**src/hdl/adc_ctrl_pkg.sv**
```systemverilog
// shared constants and types for the converter control block
package adc_ctrl_pkg;
    localparam int CHANNELS = 8;
    localparam int CODE_W = 16;
    localparam int AVG_W = 20;

    // register indices on the plain register port
    localparam logic [3:0] REG_STATUS = 4'h0;
    localparam logic [3:0] REG_GENERAL = 4'h1;
    localparam logic [3:0] REG_AVERAGING = 4'h2;
    localparam logic [3:0] REG_TIMING = 4'h3;
    localparam logic [3:0] REG_PIN_MODE = 4'h4;
    localparam logic [3:0] REG_DIRECTION = 4'h5;
    localparam logic [3:0] REG_DRIVE_TYPE = 4'h6;
    localparam logic [3:0] REG_OUT_LEVELS = 4'h7;
    localparam logic [3:0] REG_IN_LEVELS = 4'h8;
    localparam logic [3:0] REG_SEQ_ENABLES = 4'h9;
    localparam logic [3:0] REG_SEQ_MODE = 4'ha;
    localparam logic [3:0] REG_CHANNEL = 4'hb;
    localparam logic [3:0] REG_START = 4'hc;
    localparam logic [3:0] REG_RESULT = 4'hd;

    // general settings field positions
    localparam int GEN_CAL_BIT = 1;
    localparam int GEN_REF_BIT = 7;
    localparam int GEN_RANGE_BIT = 0;
    // timing field positions
    localparam int TIM_DIV_LSB = 0;
    localparam int TIM_OSC_BIT = 4;
    // status bits
    localparam int STAT_BUSY_BIT = 0;
    localparam int STAT_DONE_BIT = 1;

    // reset values
    localparam logic [7:0] PIN_MODE_RST = 8'h00;
    localparam logic [7:0] SEQ_EN_RST = 8'h00;
    localparam logic [3:0] DIV_RST = 4'h0;

    // timing figures in ns, clock 40 ns
    localparam int CLK_NS = 40;
    localparam int CONV_NS = 3200;
    localparam int CAL_NS = 32000;
    localparam int CONV_CYC = (CONV_NS + CLK_NS - 1) / CLK_NS;
    localparam int CAL_CYC = (CAL_NS + CLK_NS - 1) / CLK_NS;
    // step units: divider 0000b gives 32 us on the slow oscillator, 0100b 4 us on the fast one
    localparam int FAST_UNIT_NS = 1000;
    localparam int SLOW_UNIT_NS = 16000;
    localparam int FAST_UNIT_CYC = FAST_UNIT_NS / CLK_NS;
    localparam int SLOW_UNIT_CYC = SLOW_UNIT_NS / CLK_NS;

    typedef enum logic [1:0] {
        SEQ_MANUAL,
        SEQ_AUTO,
        SEQ_AUTONOMOUS
    } seq_mode_t;

    typedef struct packed {
        logic       wr;
        logic       rd;
        logic [3:0] addr;
        logic [31:0] wdata;
    } reg_req_t;

    typedef struct packed {
        logic [7:0] outLevel;
        logic [7:0] outEnable;
        logic [7:0] analogSelect;
    } pin_drive_t;
endpackage : adc_ctrl_pkg

```
**src/hdl/adc_channel_avg_control.sv**
```systemverilog
// digital control of an eight-channel converter with averaging filter
//
// The plain strobed port and the placing of the registers were left to the implementer.
`timescale 1ns/1ps
// What this block does
// - after reset every channel is an analog input.
// - each channel chooses analog or digital pin from its pin-mode bit.
// - digital channel direction follows its direction bit.
// - input-levels register returns sampled levels of digital inputs.
// - digital outputs drive the written output level.
// - each output is open-drain or push-pull by its drive-type bit.
// - after reset the external reference is selected.
// - internal reference is off until its enable bit is written one.
// - single-conversion results are straight binary, 0000 to ffff, saturating at top.
// - range bit resets to single-reference span; one doubles span.
// - writing the calibration bit while idle starts calibration; it self-clears.
// - three-bit averaging field enables filter and picks factor.
// - one averaging setting for all channels.
// - averaged result is 20 bits wide.
// - host starts only first conversion; device starts the rest.
// - averaging time follows rate and count; read after completion.
// - autonomous mode averages each enabled channel in turn.
// - internal clock times conversions; acquisition follows each one.
// - internal sample rate set by oscillator select and divider.
module adc_channel_avg_control (
    // clock and reset
    input  wire logic        clk,
    input  wire logic        arst_n,
    // register port
    input  wire logic [3:0]  regAddr,
    input  wire logic [31:0] regWdata,
    input  wire logic        regWr,
    input  wire logic        regRd,
    output logic      [31:0] regRdata,
    // channel pins
    input  wire logic [7:0]  pinIn,
    output logic      [7:0]  pinOut,
    output logic      [7:0]  pinOe,
    output logic      [7:0]  analogSelect,
    // analog core
    output logic             convStart,
    output logic      [2:0]  convChannel,
    output logic             acquiring,
    output logic             calibrating,
    input  wire logic [15:0] convCode,
    output logic             internalRefOn,
    output logic             doubleSpan
);
    typedef enum logic [1:0] {
        IDLE,
        CONVERT,
        WAIT_NEXT,
        CALIBRATE
    } state_t;

    adc_ctrl_pkg::reg_req_t req;
    assign req = '{wr: regWr, rd: regRd, addr: regAddr, wdata: regWdata};

    logic [1:0] rstSync_r;
    logic       rstn;
    always_ff @(posedge clk or negedge arst_n) begin
        if (!arst_n) rstSync_r <= 2'b00;
        else         rstSync_r <= {rstSync_r[0], 1'b1};
    end
    assign rstn = rstSync_r[1];

    // software-visible settings
    logic [7:0] pinMode_r, direction_r, driveType_r, outLevels_r, seqEn_r, inLevels_r;
    logic       refEn_r, range_r, cal_r, oscSel_r, done_r;
    logic [2:0] avgFactor_r, manualCh_r;
    logic [3:0] clkDiv_r;
    logic [1:0] seqMode_r;
    logic [31:0] rdata_r;

    // conversion engine
    state_t     state_r;
    logic [15:0] phaseCnt_r;
    logic [7:0] sampleCnt_r;
    logic [23:0] accum_r;
    logic [19:0] result_r;
    logic [2:0] curCh_r;
    logic [31:0] waitCnt_r;

    function automatic logic [7:0] sample_count(input logic [2:0] f);
        sample_count = 8'h01 << f;
    endfunction : sample_count

    function automatic logic [2:0] next_enabled(input logic [2:0] ch, input logic [7:0] en);
        logic [2:0] c;
        c = ch;
        next_enabled = ch;
        for (int i = 1; i <= 8; i++) begin
            c = 3'(ch + 3'(i));
            if (en[c] && next_enabled == ch && i < 8) next_enabled = c;
        end
    endfunction : next_enabled

    // cycle time of internally started conversions
    wire logic [31:0] divMult = 32'h1 << clkDiv_r[3:1];
    wire logic [31:0] divBase = clkDiv_r[0] ? 32'd3 : 32'd2;
    wire logic [31:0] unitCyc = oscSel_r ? 32'(adc_ctrl_pkg::SLOW_UNIT_CYC)
                                         : 32'(adc_ctrl_pkg::FAST_UNIT_CYC);
    // 0100b fast: 2*4*1000ns/2 = 4 us, 250 kSPS; slow 0000b: 2*1*16 us = 32 us
    wire logic [31:0] cycleCyc = oscSel_r ? divBase * divMult * unitCyc
                                          : (divBase * divMult * unitCyc) >> 1;

    wire logic wrHit = req.wr;
    wire logic startReq = wrHit && req.addr == adc_ctrl_pkg::REG_START && req.wdata[0];
    wire logic calReq = wrHit && req.addr == adc_ctrl_pkg::REG_GENERAL
                        && req.wdata[adc_ctrl_pkg::GEN_CAL_BIT];
    wire logic avgOn = avgFactor_r != 3'h0;
    wire logic [7:0] needed = avgOn ? sample_count(avgFactor_r) : 8'h01;
    wire logic convEnd = state_r == CONVERT
                         && phaseCnt_r == 16'(adc_ctrl_pkg::CONV_CYC - 1);
    wire logic lastSample = sampleCnt_r + 8'h01 >= needed;
    wire logic autonomous = seqMode_r == 2'(adc_ctrl_pkg::SEQ_AUTONOMOUS);
    wire logic [23:0] accNext = accum_r + {8'h00, convCode};
    // averaged result keeps 20 bits: sum scaled to 2^(f) samples then 4 extra bits
    wire logic [23:0] avgFull = (accNext << 4) >> avgFactor_r;

    always_ff @(posedge clk or negedge rstn) begin
        if (!rstn) begin
            pinMode_r   <= adc_ctrl_pkg::PIN_MODE_RST;
            direction_r <= 8'h00;
            driveType_r <= 8'h00;
            outLevels_r <= 8'h00;
            seqEn_r     <= adc_ctrl_pkg::SEQ_EN_RST;
            refEn_r     <= 1'b0;
            range_r     <= 1'b0;
            oscSel_r    <= 1'b0;
            clkDiv_r    <= adc_ctrl_pkg::DIV_RST;
            avgFactor_r <= 3'h0;
            seqMode_r   <= 2'h0;
            manualCh_r  <= 3'h0;
        end else if (req.wr) begin
            unique case (req.addr)
                adc_ctrl_pkg::REG_GENERAL: begin
                    refEn_r <= req.wdata[adc_ctrl_pkg::GEN_REF_BIT];
                    range_r <= req.wdata[adc_ctrl_pkg::GEN_RANGE_BIT];
                end
                adc_ctrl_pkg::REG_AVERAGING:   avgFactor_r <= req.wdata[2:0];
                adc_ctrl_pkg::REG_TIMING: begin
                    clkDiv_r <= req.wdata[adc_ctrl_pkg::TIM_DIV_LSB +: 4];
                    oscSel_r <= req.wdata[adc_ctrl_pkg::TIM_OSC_BIT];
                end
                adc_ctrl_pkg::REG_PIN_MODE:    pinMode_r   <= req.wdata[7:0];
                adc_ctrl_pkg::REG_DIRECTION:   direction_r <= req.wdata[7:0];
                adc_ctrl_pkg::REG_DRIVE_TYPE:  driveType_r <= req.wdata[7:0];
                adc_ctrl_pkg::REG_OUT_LEVELS:  outLevels_r <= req.wdata[7:0];
                adc_ctrl_pkg::REG_SEQ_ENABLES: seqEn_r     <= req.wdata[7:0];
                adc_ctrl_pkg::REG_SEQ_MODE:    seqMode_r   <= req.wdata[1:0];
                adc_ctrl_pkg::REG_CHANNEL:     manualCh_r  <= req.wdata[2:0];
                default: ;
            endcase
        end
    end

    // digital input levels sampled each cycle; analog or output pins read zero
    always_ff @(posedge clk or negedge rstn) begin
        if (!rstn) inLevels_r <= 8'h00;
        else       inLevels_r <= pinIn & pinMode_r & ~direction_r;
    end

    // pin drive: open-drain only pulls low
    always_comb begin
        for (int i = 0; i < 8; i++) begin
            pinOut[i] = outLevels_r[i];
            pinOe[i]  = pinMode_r[i] && direction_r[i]
                        && (driveType_r[i] || !outLevels_r[i]);
        end
    end
    assign analogSelect  = ~pinMode_r;
    assign internalRefOn = refEn_r;
    assign doubleSpan    = range_r;

    // conversion and calibration sequencer
    always_ff @(posedge clk or negedge rstn) begin
        if (!rstn) begin
            state_r     <= IDLE;
            phaseCnt_r  <= 16'h0;
            sampleCnt_r <= 8'h0;
            accum_r     <= 24'h0;
            result_r    <= 20'h0;
            curCh_r     <= 3'h0;
            waitCnt_r   <= 32'h0;
            cal_r       <= 1'b0;
            done_r      <= 1'b0;
        end else begin
            if (req.rd && req.addr == adc_ctrl_pkg::REG_RESULT) done_r <= 1'b0;
            unique case (state_r)
                IDLE: begin
                    if (calReq) begin
                        cal_r      <= 1'b1;
                        phaseCnt_r <= 16'h0;
                        state_r    <= CALIBRATE;
                    end else if (startReq) begin
                        curCh_r     <= autonomous ? next_enabled(3'h7, seqEn_r) : manualCh_r;
                        phaseCnt_r  <= 16'h0;
                        sampleCnt_r <= 8'h0;
                        accum_r     <= 24'h0;
                        state_r     <= CONVERT;
                    end
                end
                CONVERT: begin
                    phaseCnt_r <= phaseCnt_r + 16'h1;
                    if (convEnd) begin
                        waitCnt_r <= 32'h0;
                        if (lastSample) begin
                            result_r    <= avgOn ? avgFull[19:0] : {4'h0, convCode};
                            done_r      <= 1'b1;
                            accum_r     <= 24'h0;
                            sampleCnt_r <= 8'h0;
                            if (autonomous && seqEn_r != 8'h00) begin
                                curCh_r <= next_enabled(curCh_r, seqEn_r);
                                state_r <= WAIT_NEXT;
                            end else begin
                                state_r <= IDLE;
                            end
                        end else begin
                            accum_r     <= accNext;
                            sampleCnt_r <= sampleCnt_r + 8'h1;
                            state_r     <= WAIT_NEXT;
                        end
                    end
                end
                WAIT_NEXT: begin
                    waitCnt_r <= waitCnt_r + 32'h1;
                    if (waitCnt_r + 32'(adc_ctrl_pkg::CONV_CYC) + 32'h1 >= cycleCyc) begin
                        phaseCnt_r <= 16'h0;
                        state_r    <= CONVERT;
                    end
                end
                CALIBRATE: begin
                    phaseCnt_r <= phaseCnt_r + 16'h1;
                    if (phaseCnt_r == 16'(adc_ctrl_pkg::CAL_CYC - 1)) begin
                        cal_r   <= 1'b0;
                        state_r <= IDLE;
                    end
                end
            endcase
        end
    end

    assign convStart   = (state_r == CONVERT) && phaseCnt_r == 16'h0;
    assign convChannel = curCh_r;
    assign acquiring   = state_r == IDLE || state_r == WAIT_NEXT;
    assign calibrating = cal_r;

    // register read, data in the cycle after the strobe
    logic [31:0] rdMux;
    always_comb begin
        rdMux = 32'h0;
        unique case (req.addr)
            adc_ctrl_pkg::REG_STATUS: begin
                rdMux[adc_ctrl_pkg::STAT_BUSY_BIT] = state_r != IDLE;
                rdMux[adc_ctrl_pkg::STAT_DONE_BIT] = done_r;
            end
            adc_ctrl_pkg::REG_GENERAL: begin
                rdMux[adc_ctrl_pkg::GEN_REF_BIT]   = refEn_r;
                rdMux[adc_ctrl_pkg::GEN_CAL_BIT]   = cal_r;
                rdMux[adc_ctrl_pkg::GEN_RANGE_BIT] = range_r;
            end
            adc_ctrl_pkg::REG_AVERAGING:   rdMux[2:0] = avgFactor_r;
            adc_ctrl_pkg::REG_TIMING:      rdMux[4:0] = {oscSel_r, clkDiv_r};
            adc_ctrl_pkg::REG_PIN_MODE:    rdMux[7:0] = pinMode_r;
            adc_ctrl_pkg::REG_DIRECTION:   rdMux[7:0] = direction_r;
            adc_ctrl_pkg::REG_DRIVE_TYPE:  rdMux[7:0] = driveType_r;
            adc_ctrl_pkg::REG_OUT_LEVELS:  rdMux[7:0] = outLevels_r;
            adc_ctrl_pkg::REG_IN_LEVELS:   rdMux[7:0] = inLevels_r;
            adc_ctrl_pkg::REG_SEQ_ENABLES: rdMux[7:0] = seqEn_r;
            adc_ctrl_pkg::REG_SEQ_MODE:    rdMux[1:0] = seqMode_r;
            adc_ctrl_pkg::REG_CHANNEL:     rdMux[2:0] = manualCh_r;
            adc_ctrl_pkg::REG_RESULT:      rdMux[19:0] = result_r;
            default:                       rdMux = 32'h0;
        endcase
    end

    always_ff @(posedge clk or negedge rstn) begin
        if (!rstn)       rdata_r <= 32'h0;
        else if (req.rd) rdata_r <= rdMux;
        else             rdata_r <= 32'h0;
    end
    assign regRdata = rdata_r;
endmodule : adc_channel_avg_control

```
**config.mk**
```make
export PLATFORM = sky130hd
export DESIGN_NAME = adc_channel_avg_control
export DESIGN_NICKNAME = d
export VERILOG_FILES = /design/src/hdl/adc_ctrl_pkg.sv /design/src/hdl/adc_channel_avg_control.sv
export SDC_FILE = /design/constraint.sdc
export NUM_CORES = 1
export LEC_CHECK = 0
export ABC_CLOCK_PERIOD_IN_PS = 14200
export BUFFER_PORTS_ARGS = -buffer_cell sky130_fd_sc_hd__buf_2
export CORE_UTILIZATION = 39
export CTS_BUF_LIST = sky130_fd_sc_hd__clkbuf_4 sky130_fd_sc_hd__clkbuf_8 sky130_fd_sc_hd__clkbuf_16
export DETAILED_ROUTE_END_ITERATION = 16
export GPL_TIMING_DRIVEN = 1
export PLACE_DENSITY = 0.61
export SLEW_MARGIN = 40
export SYNTH_ARGS = -nofsm -noshare
export SYNTH_HDL_FRONTEND = slang
export SYNTH_SLANG_ARGS = --single-unit
```
**constraint.sdc**
```tcl
create_clock -name clk -period 14.2 [get_ports clk]
set_input_delay 1.42 -clock clk [delete_from_list [all_inputs] [get_ports clk]]
set_output_delay 1.42 -clock clk [all_outputs]
set_load 0.01 [all_outputs]
```
# Word-level counts from Yosys, hierarchy flattened
# Index checks and enable logic that the tools add are counted.
[totals]
ff_bits = 192
input_bits = 64
out_inout_bits = 64
[op_classes]
n_addsub = 13
mul = 2
order_cmp = 9
n_eq_ne = 40
n_shift = 3
muxes = 120
n_bitwise = 4
reduce_logical = 80
[op_table]
columns = ["op", "n"]
rows = [
  ["$mux W3", 62],
  ["$mux W24", 4],
  ["$add A32 B1 Y32 const B", 2],
  ["$mux W32", 2],
  ["$pmux W32 S2", 1],
  ["$mux W16", 3],
  ["$pmux W16 S3", 1],
  ["$pmux W24 S2", 1],
  ["$mux W20", 2],
  ["$mux W8", 5],
  ["$logic_and A1 B1 Y1", 36],
  ["$add A32 B7 Y32 const B", 1],
  ["$ge A32 B32 Y1", 1],
  ["$mul A2 B32 Y32", 1],
  ["$mul A32 B9 Y32", 1],
  ["$shl A1 B3 Y32 const A", 1],
  ["$lt A3 B4 Y1 const B", 7],
  ["$pmux W2 S13", 1],
  ["$add A24 B16 Y24", 1],
  ["$eq A4 B4 Y1 const B", 6],
  ["$reduce_and A2 Y1", 12],
  ["$shr A24 B3 Y20", 1],
  ["$bmux W1 S3", 7],
  ["$eq A3 B3 Y1", 6],
  ["44 further kinds", 106],
]

# Longest topological paths before layout
# Gate-level depths: netlist of run 1.
[logic_depth]
word_depth = 50
depth_mapped = 40
ltp_nobuf = 37

# Worst setup path before layout of run 1
# OpenSTA, ideal clock, no wires.
[synth_timing]
path_type = "reg-to-reg"
from = "reg clkDiv_r[1]"
to = "reg phaseCnt_r[10]"
t_arrival_ns = 7.450
required_ns = 14.079
path_slack_ns = 6.629
stages_incl_launch_ff = 39
path_buffers = 2
period_less_slack_ns = 7.571
path_cell_list = "dfrtp_1 -> clkbuf_1 -> inv_1 -> nand2_1 -> or2_2 -> inv_1 -> ha_1 -> a21o_1 -> a21oi_1 -> o21bai_1 -> a21oi_1 -> xnor2_1 -> and2_1 -> ha_1 -> inv_1 -> fa_1 -> inv_1 -> fa_1 -> [3 not listed] -> ha_1 -> a21boi_0 -> o21ai_0 -> a21oi_1 -> o2111ai_1 -> a31oi_1 -> a31o_2 -> xnor2_1 -> a22oi_1 -> ha_1 -> a22oi_1 -> nand2_1 -> a211oi_1 -> o21ai_0 -> a211oi_4 -> buf_2 -> o21ai_0 -> a22o_1"
[synth_via]
elab_chain_len = 7
[synth_lines]
columns = ["item", "line_no", "rtl"]
rows = [
  ["from (decl)", "adc_channel_avg_control.sv:71", "logic [3:0] clkDiv_r;"],
  ["from (signal assigned)", "adc_channel_avg_control.sv:131", "clkDiv_r <= adc_ctrl_pkg::DIV_RST;"],
  ["from (signal assigned)", "adc_channel_avg_control.sv:143", "clkDiv_r <= req.wdata[adc_ctrl_pkg::TIM_DIV_LSB +: 4];"],
  ["$shl A1 B3 Y32", "adc_channel_avg_control.sv:99", "wire logic [31:0] divMult = 32'h1 << clkDiv_r[3:1];"],
  ["$mul A2 B32 Y32", "adc_channel_avg_control.sv:104, adc_channel_avg_control.sv:105", ""],
  ["$mul A32 B9 Y32", "adc_channel_avg_control.sv:104, adc_channel_avg_control.sv:105", ""],
  ["$mux W32", "adc_channel_avg_control.sv:104", "wire logic [31:0] cycleCyc = oscSel_r ? divBase * divMult * unitCyc"],
  ["$ge A32 B32 Y1", "adc_channel_avg_control.sv:228", "if (waitCnt_r + 32'(adc_ctrl_pkg::CONV_CYC) + 32'h1 >= cycleCyc) begin"],
  ["$ne A2 B2 Y1 (no line)", "--", ""],
  ["$reduce_and A2 Y1 (no line)", "--", ""],
  ["to (signal assigned)", "adc_channel_avg_control.sv:205", "phaseCnt_r <= phaseCnt_r + 16'h1;"],
  ["to (signal assigned)", "adc_channel_avg_control.sv:234", "phaseCnt_r <= phaseCnt_r + 16'h1;"],
  ["to (decl)", "adc_channel_avg_control.sv:77", "logic [15:0] phaseCnt_r;"],
]
# Every way passes these cells.
# A chain may end at the register's enable or synchronous reset.

# Worst setup path in the final report of run 1
[layout_timing]
from = "reg clkDiv_r[1]"
to = "reg phaseCnt_r[0]"
# The elaborated chain is that of the path after synthesis.

==> metrics.md, run 1 <==
| Metric | Value |
|---|---|
| Status | finished clean |
| DRT Wirelength | 37870 um |
| Total power | 1.800 mW |
| RSZ-0062 raised after global routing | no |
| Antenna violations before repair | 0 |
| Reg2Reg Depth | 36 |
| Max cap viols | 0 |
| Post-CTS setup buffer count | 0 |
| Area after DPL | around 16000 sq um |
| Peak supply drop | 96.73 uV |
| Static Leak | 7.772 nW |
| FF-to-FF Start | clkDiv_r[1]$_DFFE_PN0P_ |
| Count of final setup violators | 0 |
| # DRC | 0 |
| Primary FF master, synth | dfrtp_1 |
| EDFF count, synth | 0 |
| Final HPWL DP | ~28000 um |
| Synth area leaders | dfrtp_1 31%, ha_1 10%, nand2_1 4.8%, mux2_2 4.2%, o21ai_0 4.0% |
| Hold crit path type | flop to async pin |
| DR pass1 iterations | 5 |
| IO Port Bufs | 91 |
| Final Hold Vio Count | 0 |
| IO Pins | 128 |
| Antenna diodes | 0 |
| CP max stage delay | between 0.6 and 0.7 ns |
| All-Layer GR Usage | 19.64% |
| CTS Buf Count | 17 |
| Yosys top cell by area | dfrtp_1 |
| DR top layer | met4 |
| Pwr dens | approximately 110 nW/um^2 |
| Worst-margin pin slew | 0.8156 ns |
| R2R Setup Slk | a little over 5 ns |
| Met1 wire length | 17880 um |
| GRT overflow | 0 |
| Initial Utilization | 39.70% |
| Fraction of registers with async set/reset | 100.0% |
| Clock sink count | 188 |
| CP max FO | 17 |
| Post-Route Skew | 0.01347 ns |
| Fill cell total of the finished layout | between 3000 and 4000 |
| Most used cell, CP | inv_1 |
| CTS tree | built |
| Hold buffer count at CTS | 0 |
| Fin Setup TNS | 0 ns |
| Number of global-route vias before repair | roughly 12000 |
| H-tree depth | 4 |
| Final ANT Viol Nets | 0 |
| Die Wd | 198.0 um |
| Die Height | just under 200 um |
| Max Root-Sink Buffers | 2 |
| Post-CTS Resized | 0 |
| Die area | 39220 sq um |
| Min Hold Slack | 0.2199 ns |
| Worst path slowest cell | a211oi_4 |
| Number of nets in the layout | just under 2000 |
| Root buffer cell | clkbuf_16 |
| Kind of critical path | flop to flop |
| Placement Rows | roughly 70 |
| WP data arrival | 9.42 ns |
| DR vias/cell | 5.508 |
| Sequential share of power | about a third |
| Design area | about 16000 sq um |
| Seq/Total Area, Yosys | approximately a third |
| Layout area overhead | 9.408% |
| Wire length of the first global-routing pass | 61570 um |
| Netlist cell types | 92 |
| Core ar. | 37760 sq um |
| Final worst-path cycle share | 63.62% |
| Clk pwr share | between 20 and 30% |
| Int Power | 1.146 mW |
| Critical Path RT | 14.58 ns |
| Clock Latency Late Sink | roughly 0.45 ns |
| Final core occ | about 43% |
| Synth Register Bits | 188 |
| Slew HR | 44.91% |
| Cells after Synth | 1711 |
| Yosys warnings | 0 |
| DR WL met2 | between 15000 and 20000 um |
| Drt initial violations | 850 |
| Drt wl/cell | approximately 17 um |
| Fin crit period | ~9.0 ns |
| Layout cell share with drive strength beyond 1 | 14.23% |
| Worst-path clk slew | about 0.08 ns |
| Netlist area before placement | 14990 sq um |
| Sw frac | a little over a third |
| Setup crit end | phaseCnt_r[0]$_DFFE_PN0P_ |
| Psw | 0.6530 mW |
| Pins Over Slew Limit | 0 |
| Combinational fraction of design power | 36.0% |
| Critical path origin | clkDiv_r[1]$_DFFE_PN0P_ |
| Largest net degree at the start of global routing | 66 |
| FMAX | 110.7 MHz |
| Crit Reg-Reg Endpoint | phaseCnt_r[0]$_DFFE_PN0P_ |
| Synth top area share | a little under a third |
| Syn_area_per_cell | 8.760 sq um |
| RePlAce Congestion | 0.8417 |
| Metal3 WL | roughly 1600 um |
| Critical Path Source Type | flop |
| DR vias | 12450 |
| Critical Path Sink Type | flop |
metal layers:
metal | global-route usage [%] | vias up
li1 | - | 6149
met1 | 27.04 | 6014
met2 | 31.78 | 253
met3 | 3.151 | 38
met4 | 5.426 | 0
met5 | 0 | -
critical path, delay by kind of cell, from the launching register on:
kind | cells | cell delay (ns)
buf+inv | 6 | 0.44
simple gates | 4 | 0.82
xor+xnor | 2 | 0.28
flops | 1 | 0.46
compound gates | 16 | 4.05
mux | 1 | 0.27
fa+ha+maj | 7 | 2.62
how the worst min path moves through the flow:
stage,slack [ns],cells after the start,end,start
2_1_floorplan,0.33,0,rstSync_r[1]$_DFF_PN0_,rstSync_r[0]$_DFF_PN0_
3_3_place_gp,0.34,0,rstSync_r[1]$_DFF_PN0_,rstSync_r[0]$_DFF_PN0_
3_5_place_dp,0.34,0,rstSync_r[1]$_DFF_PN0_,rstSync_r[0]$_DFF_PN0_
4_1_cts,0.35,0,rstSync_r[1]$_DFF_PN0_,rstSync_r[0]$_DFF_PN0_
5_1_grt,0.25,0,phaseCnt_r[1]$_DFFE_PN0P_,rstSync_r[1]$_DFF_PN0_
6_report,0.22,0,phaseCnt_r[1]$_DFFE_PN0P_,rstSync_r[1]$_DFF_PN0_
cell families (layout without fill, tap and decap cells):
kind of cell	Yosys count	count (layout)	share of synthesized area, %
adder cells (fa/ha/maj)	140	140	12.64
AO/OA/AOI/OAI	416	416	18.57
flip-flops	188	188	31.39
XOR/XNOR	69	69	4.032
multiplexers	115	115	9.274
buffers and inverters	199	227	5.568
other	2	13	0.05011
AND/OR/NAND/NOR	582	582	18.48
sequential cells by signal, summed over array words and instances, names as in the netlist, 2 cells and up:
name         count
pinMode_r        8
clkDiv_r         4
rstSync_r        2
manualCh_r       3
inLevels_r       8
sampleCnt_r      8
seqEn_r          8
accum_r         20
driveType_r      8
seqMode_r        2
pinOut           8
waitCnt_r       32
result_r        20
convChannel      3
direction_r      8
regRdata        20
avgFactor_r      3
phaseCnt_r      16
state_r          2
layout by cell type (no fill, tap or decap), types with 23 or more instances in the layout:
cell type	n
ha_1	121
and2_1	37
mux2_2	56
nand3_1	62
xor2_1	32
o21ai_0	121
nand2b_1	31
nand2_1	192
inv_1	95
dfrtp_1	187
nor2_1	131
a21o_1	23
mux2i_1	44
buf_2	91
a21oi_1	81
xnor2_1	37
cells in the mapped netlist (all sizes together), types with 13 or more instances:
master and instances:
a21oi 82, nand2b 31, mux4 13, or3 14, nor3 24, a31oi 13, nor2 137, clkbuf 65
a21o 23, o31ai 23, and2 37, nor2b 13, xor2 32, and3 16, dfrtp 188, mux2 58
nand2 193, o211ai 14, or2 18, inv 97, ha 121, xnor2 37, nand3 62, mux2i 44
a221oi 13, buf 37, fa 19, a22o 20, o21ai 122
through the flow:
stage,worst slack (ns),cells
after floorplan,6.629,1722
after global placement,5.224,2230
after detailed placement,5.168,2230
after CTS,5.135,2260
after global routing,4.546,2261
final,5.167,2261
final cells by class:
| type | instances | area (sq um) | area share, % |
|---|---|---|---|
| multi-input cells | 1335 | 9525 | 58.09 |
| flip-flops and latches | 188 | 4708 | 28.71 |
| well taps | 511 | 639.4 | 3.899 |
| repair buffers | 100 | 543.0 | 3.311 |
| clock buffers | 18 | 432.9 | 2.640 |
| inverters | 97 | 364.1 | 2.220 |
| clock inverters | 12 | 185.2 | 1.129 |
power by group through the flow:
stage | clock (mW) | combinational, mW | sequential, mW
final | 0.521 | 0.647 | 0.631
after global routing | 0.552 | 0.734 | 0.638
after CTS | 0.533 | 0.648 | 0.633
after detailed placement | 0 | 0.645 | 0.643
after global placement | 0 | 0.635 | 0.642
after floorplan | 0 | 0.497 | 0.625
Power figures use the tool's default switching activity.
==> inputs of run 2 (changes only) <==
ABC_CLOCK_PERIOD_IN_PS = 8520   (was 14200)
clock period = 8.52 ns   (was 14.2 ns; I/O delays follow)
==> run 2 against run 1 <==
Critical path depth grew 2. Routed wire length grew 1.6%. Critical endpoint unchanged. Total power grew 65%. Largest cell class unchanged.
==> metrics.md, run 2 (synthesis gave the netlist of run 1 again) <==
| Metric | Value |
|---|---|
| DR vias | approximately 13000 |
| # DRC | 0 |
| Design area | 16490 sq um |
| Drt wl/cell | 16.94 um |
| GRT overflow | 0 |
| Die Wd | 198.0 um |
| Worst-margin pin slew | slightly above 0.8 ns |
| Reg with most FFs | waitCnt_r |
| CP max FO | 11 |
| Count of final setup violators | 0 |
| DR vias/cell | 5.618 |
| Die Height | 198.0 um |
| Critical path origin | clkDiv_r[1]$_DFFE_PN0P_ |
| Worst-path clk slew | 0.08 ns |
| Pwr dens | ~180 nW/um^2 |
| Setup crit end | phaseCnt_r[0]$_DFFE_PN0P_ |
| Kind of critical path | flop to flop |
| Int Power | approximately 1.9 mW |
| Post-Route Skew | 0.01464 ns |
| Layout area overhead | 10.03% |
| Finished Layout Cells | 2272 |
| Setup WS pre-CTS | 0.1779 ns |
| RePlAce Congestion | just under 0.9 |
| R2R Setup Slk | 0.55 ns |
| Combinational fraction of design power | 37.0% |
| Max FFs per register | 32 |
| Fin crit period | 7.965 ns |
| Most used cell, CP | inv_1 |
| Metal3 WL | ~1700 um |
| Clk pwr share | ~28% |
| Reg2Reg Depth | 38 |
| Final ANT Viol Nets | 0 |
| FMAX | between 100 and 150 MHz |
| Clock sink count | 188 |
| Core ar. | 37760 sq um |
| DR top layer | met4 |
| Critical Path Source Type | flop |
| Total power | 2.974 mW |
| Number of nets in the layout | about 2000 |
| Wire length of the first global-routing pass | roughly 63000 um |
| RSZ-0062 raised after global routing | no |
| Initial Utilization | 39.70% |
| H-tree depth | 4 |
| DR pass1 iterations | 5 |
| CTS Buf Count | 17 |
| Number of global-route vias before repair | about 12000 |
| Area after DPL | ~16000 sq um |
| Layout cell share with drive strength beyond 1 | 14.99% |
| Static Leak | 7.819 nW |
| Fin worst setup slack | 0.5546 ns |
| Placement Rows | 71 |
| Met1 wire length | 18060 um |
| Commonest non-fill, non-tap cells in the layout | 192 x nand2_1, 186 x dfrtp_1, 131 x nor2_1 |
| Placed cell count | 2238 |
| Final worst-path cycle share | 93.49% |
| Final HPWL DP | 28370 um |
| Pins Over Slew Limit | 0 |
| Fin Setup TNS | 0 ns |
| Peak supply drop | 150.7 uV |
| Die area | 39220 sq um |
| DR WL met2 | 17940 um |
| Critical Path Sink Type | flop |
| Sw frac | 37.40% |
| Commonest non-fill, non-tap cell in the layout | nand2_1 |
| Min Hold Slack | roughly 0.17 ns |
| Hold crit path type | input pin to async pin |
| Max cap viols | 0 |
| FF-to-FF Start | clkDiv_r[1]$_DFFE_PN0P_ |
| Sequential share of power | 35.3% |
| CTS tree | built |
| Antenna diodes | 0 |
| Worst path slowest cell | fa_1 |
| Critical Path RT | 8.92 ns |
| WP data arrival | 8.36 ns |
| Drt initial violations | 1022 |
| Crit Reg-Reg Endpoint | phaseCnt_r[0]$_DFFE_PN0P_ |
| Largest net degree at the start of global routing | 80 |
| Psw | 1.112 mW |
| All-Layer GR Usage | between 20% and 30% |
| IO Pins | 128 |
| Antenna violations before repair | 0 |
| CP max stage delay | between 0.5 and 0.6 ns |
| Clock Latency Late Sink | approximately 0.47 ns |
| Final core occ | between 40% and 50% |
| Slew HR | 45.57% |
| IO Port Bufs | 91 |
| Status | finished clean |
| Max Root-Sink Buffers | 2 |
| DRT Wirelength | 38480 um |
| Root buffer cell | clkbuf_16 |
| Final Hold Vio Count | 0 |
-- run 2: cell types whose count changed in the layout (fill, tap and decap cells not counted), sizes merged --
cell | previous run | this run
bufinv | 4 | 2
clkinv | 2 | 5
clkinvlp | 1 | 2
buf | 100 | 109
-- run 2: area by class of cell --
cell class | instances | area (sq um)
clock buffer | 17 | 425.4
multi-input combinational | 1335 | 9538
tap | 511 | 639.4
clock inverter | 14 | 161.4
inverter | 97 | 364.1
sequential | 188 | 4710
timing repair buffer | 110 | 654.4
fill | 3734 | 21260
-- run 2: per-layer routing --
layer	vias up	track usage, %
met4	0	6.316
met5	-	0
met1	6228	28.07
li1	6173	-
met3	46	3.236
met2	317	31.95
-- run 2: repair_timing --
action                                  4_1_cts  5_1_grt
hold buffers                                  0        0
endpoints found under the setup margin        0       18
buffers inserted                              0        2
resized for setup                             0       13
-- run 2: power by group through the flow --
stage          clock [mW]  combinational (mW)  sequential (mW)
2_1_floorplan           0               0.829             1.04
3_3_place_gp            0                1.07             1.06
3_5_place_dp            0                1.09             1.06
4_1_cts             0.847                1.10             1.05
5_1_grt             0.876                1.25             1.06
6_report            0.826                1.10             1.05
-- run 2: worst min-delay path by stage --
stage	from	end	slack, ns	depth (start not counted)
final	arst_n	rstSync_r[1]$_DFF_PN0_	0.17	1
after global routing	arst_n	rstSync_r[1]$_DFF_PN0_	0.15	1
after CTS	arst_n	rstSync_r[1]$_DFF_PN0_	0.14	1
after detailed placement	rstSync_r[1]$_DFF_PN0_	regRdata[18]$_DFF_PN0_	0.32	1
after global placement	rstSync_r[0]$_DFF_PN0_	rstSync_r[1]$_DFF_PN0_	0.34	0
after floorplan	rstSync_r[0]$_DFF_PN0_	rstSync_r[1]$_DFF_PN0_	0.33	0
-- run 2: worst max-delay path, delay by kind of cell, from the launching register on --
family,cells,cell delay (ns)
multiplexers,1,0.16
buffers and inverters,8,0.70
XOR/XNOR,2,0.33
AO/OA/AOI/OAI,16,2.79
AND/OR/NAND/NOR,4,0.77
adder cells (fa/ha/maj),7,2.65
flip-flops,1,0.46
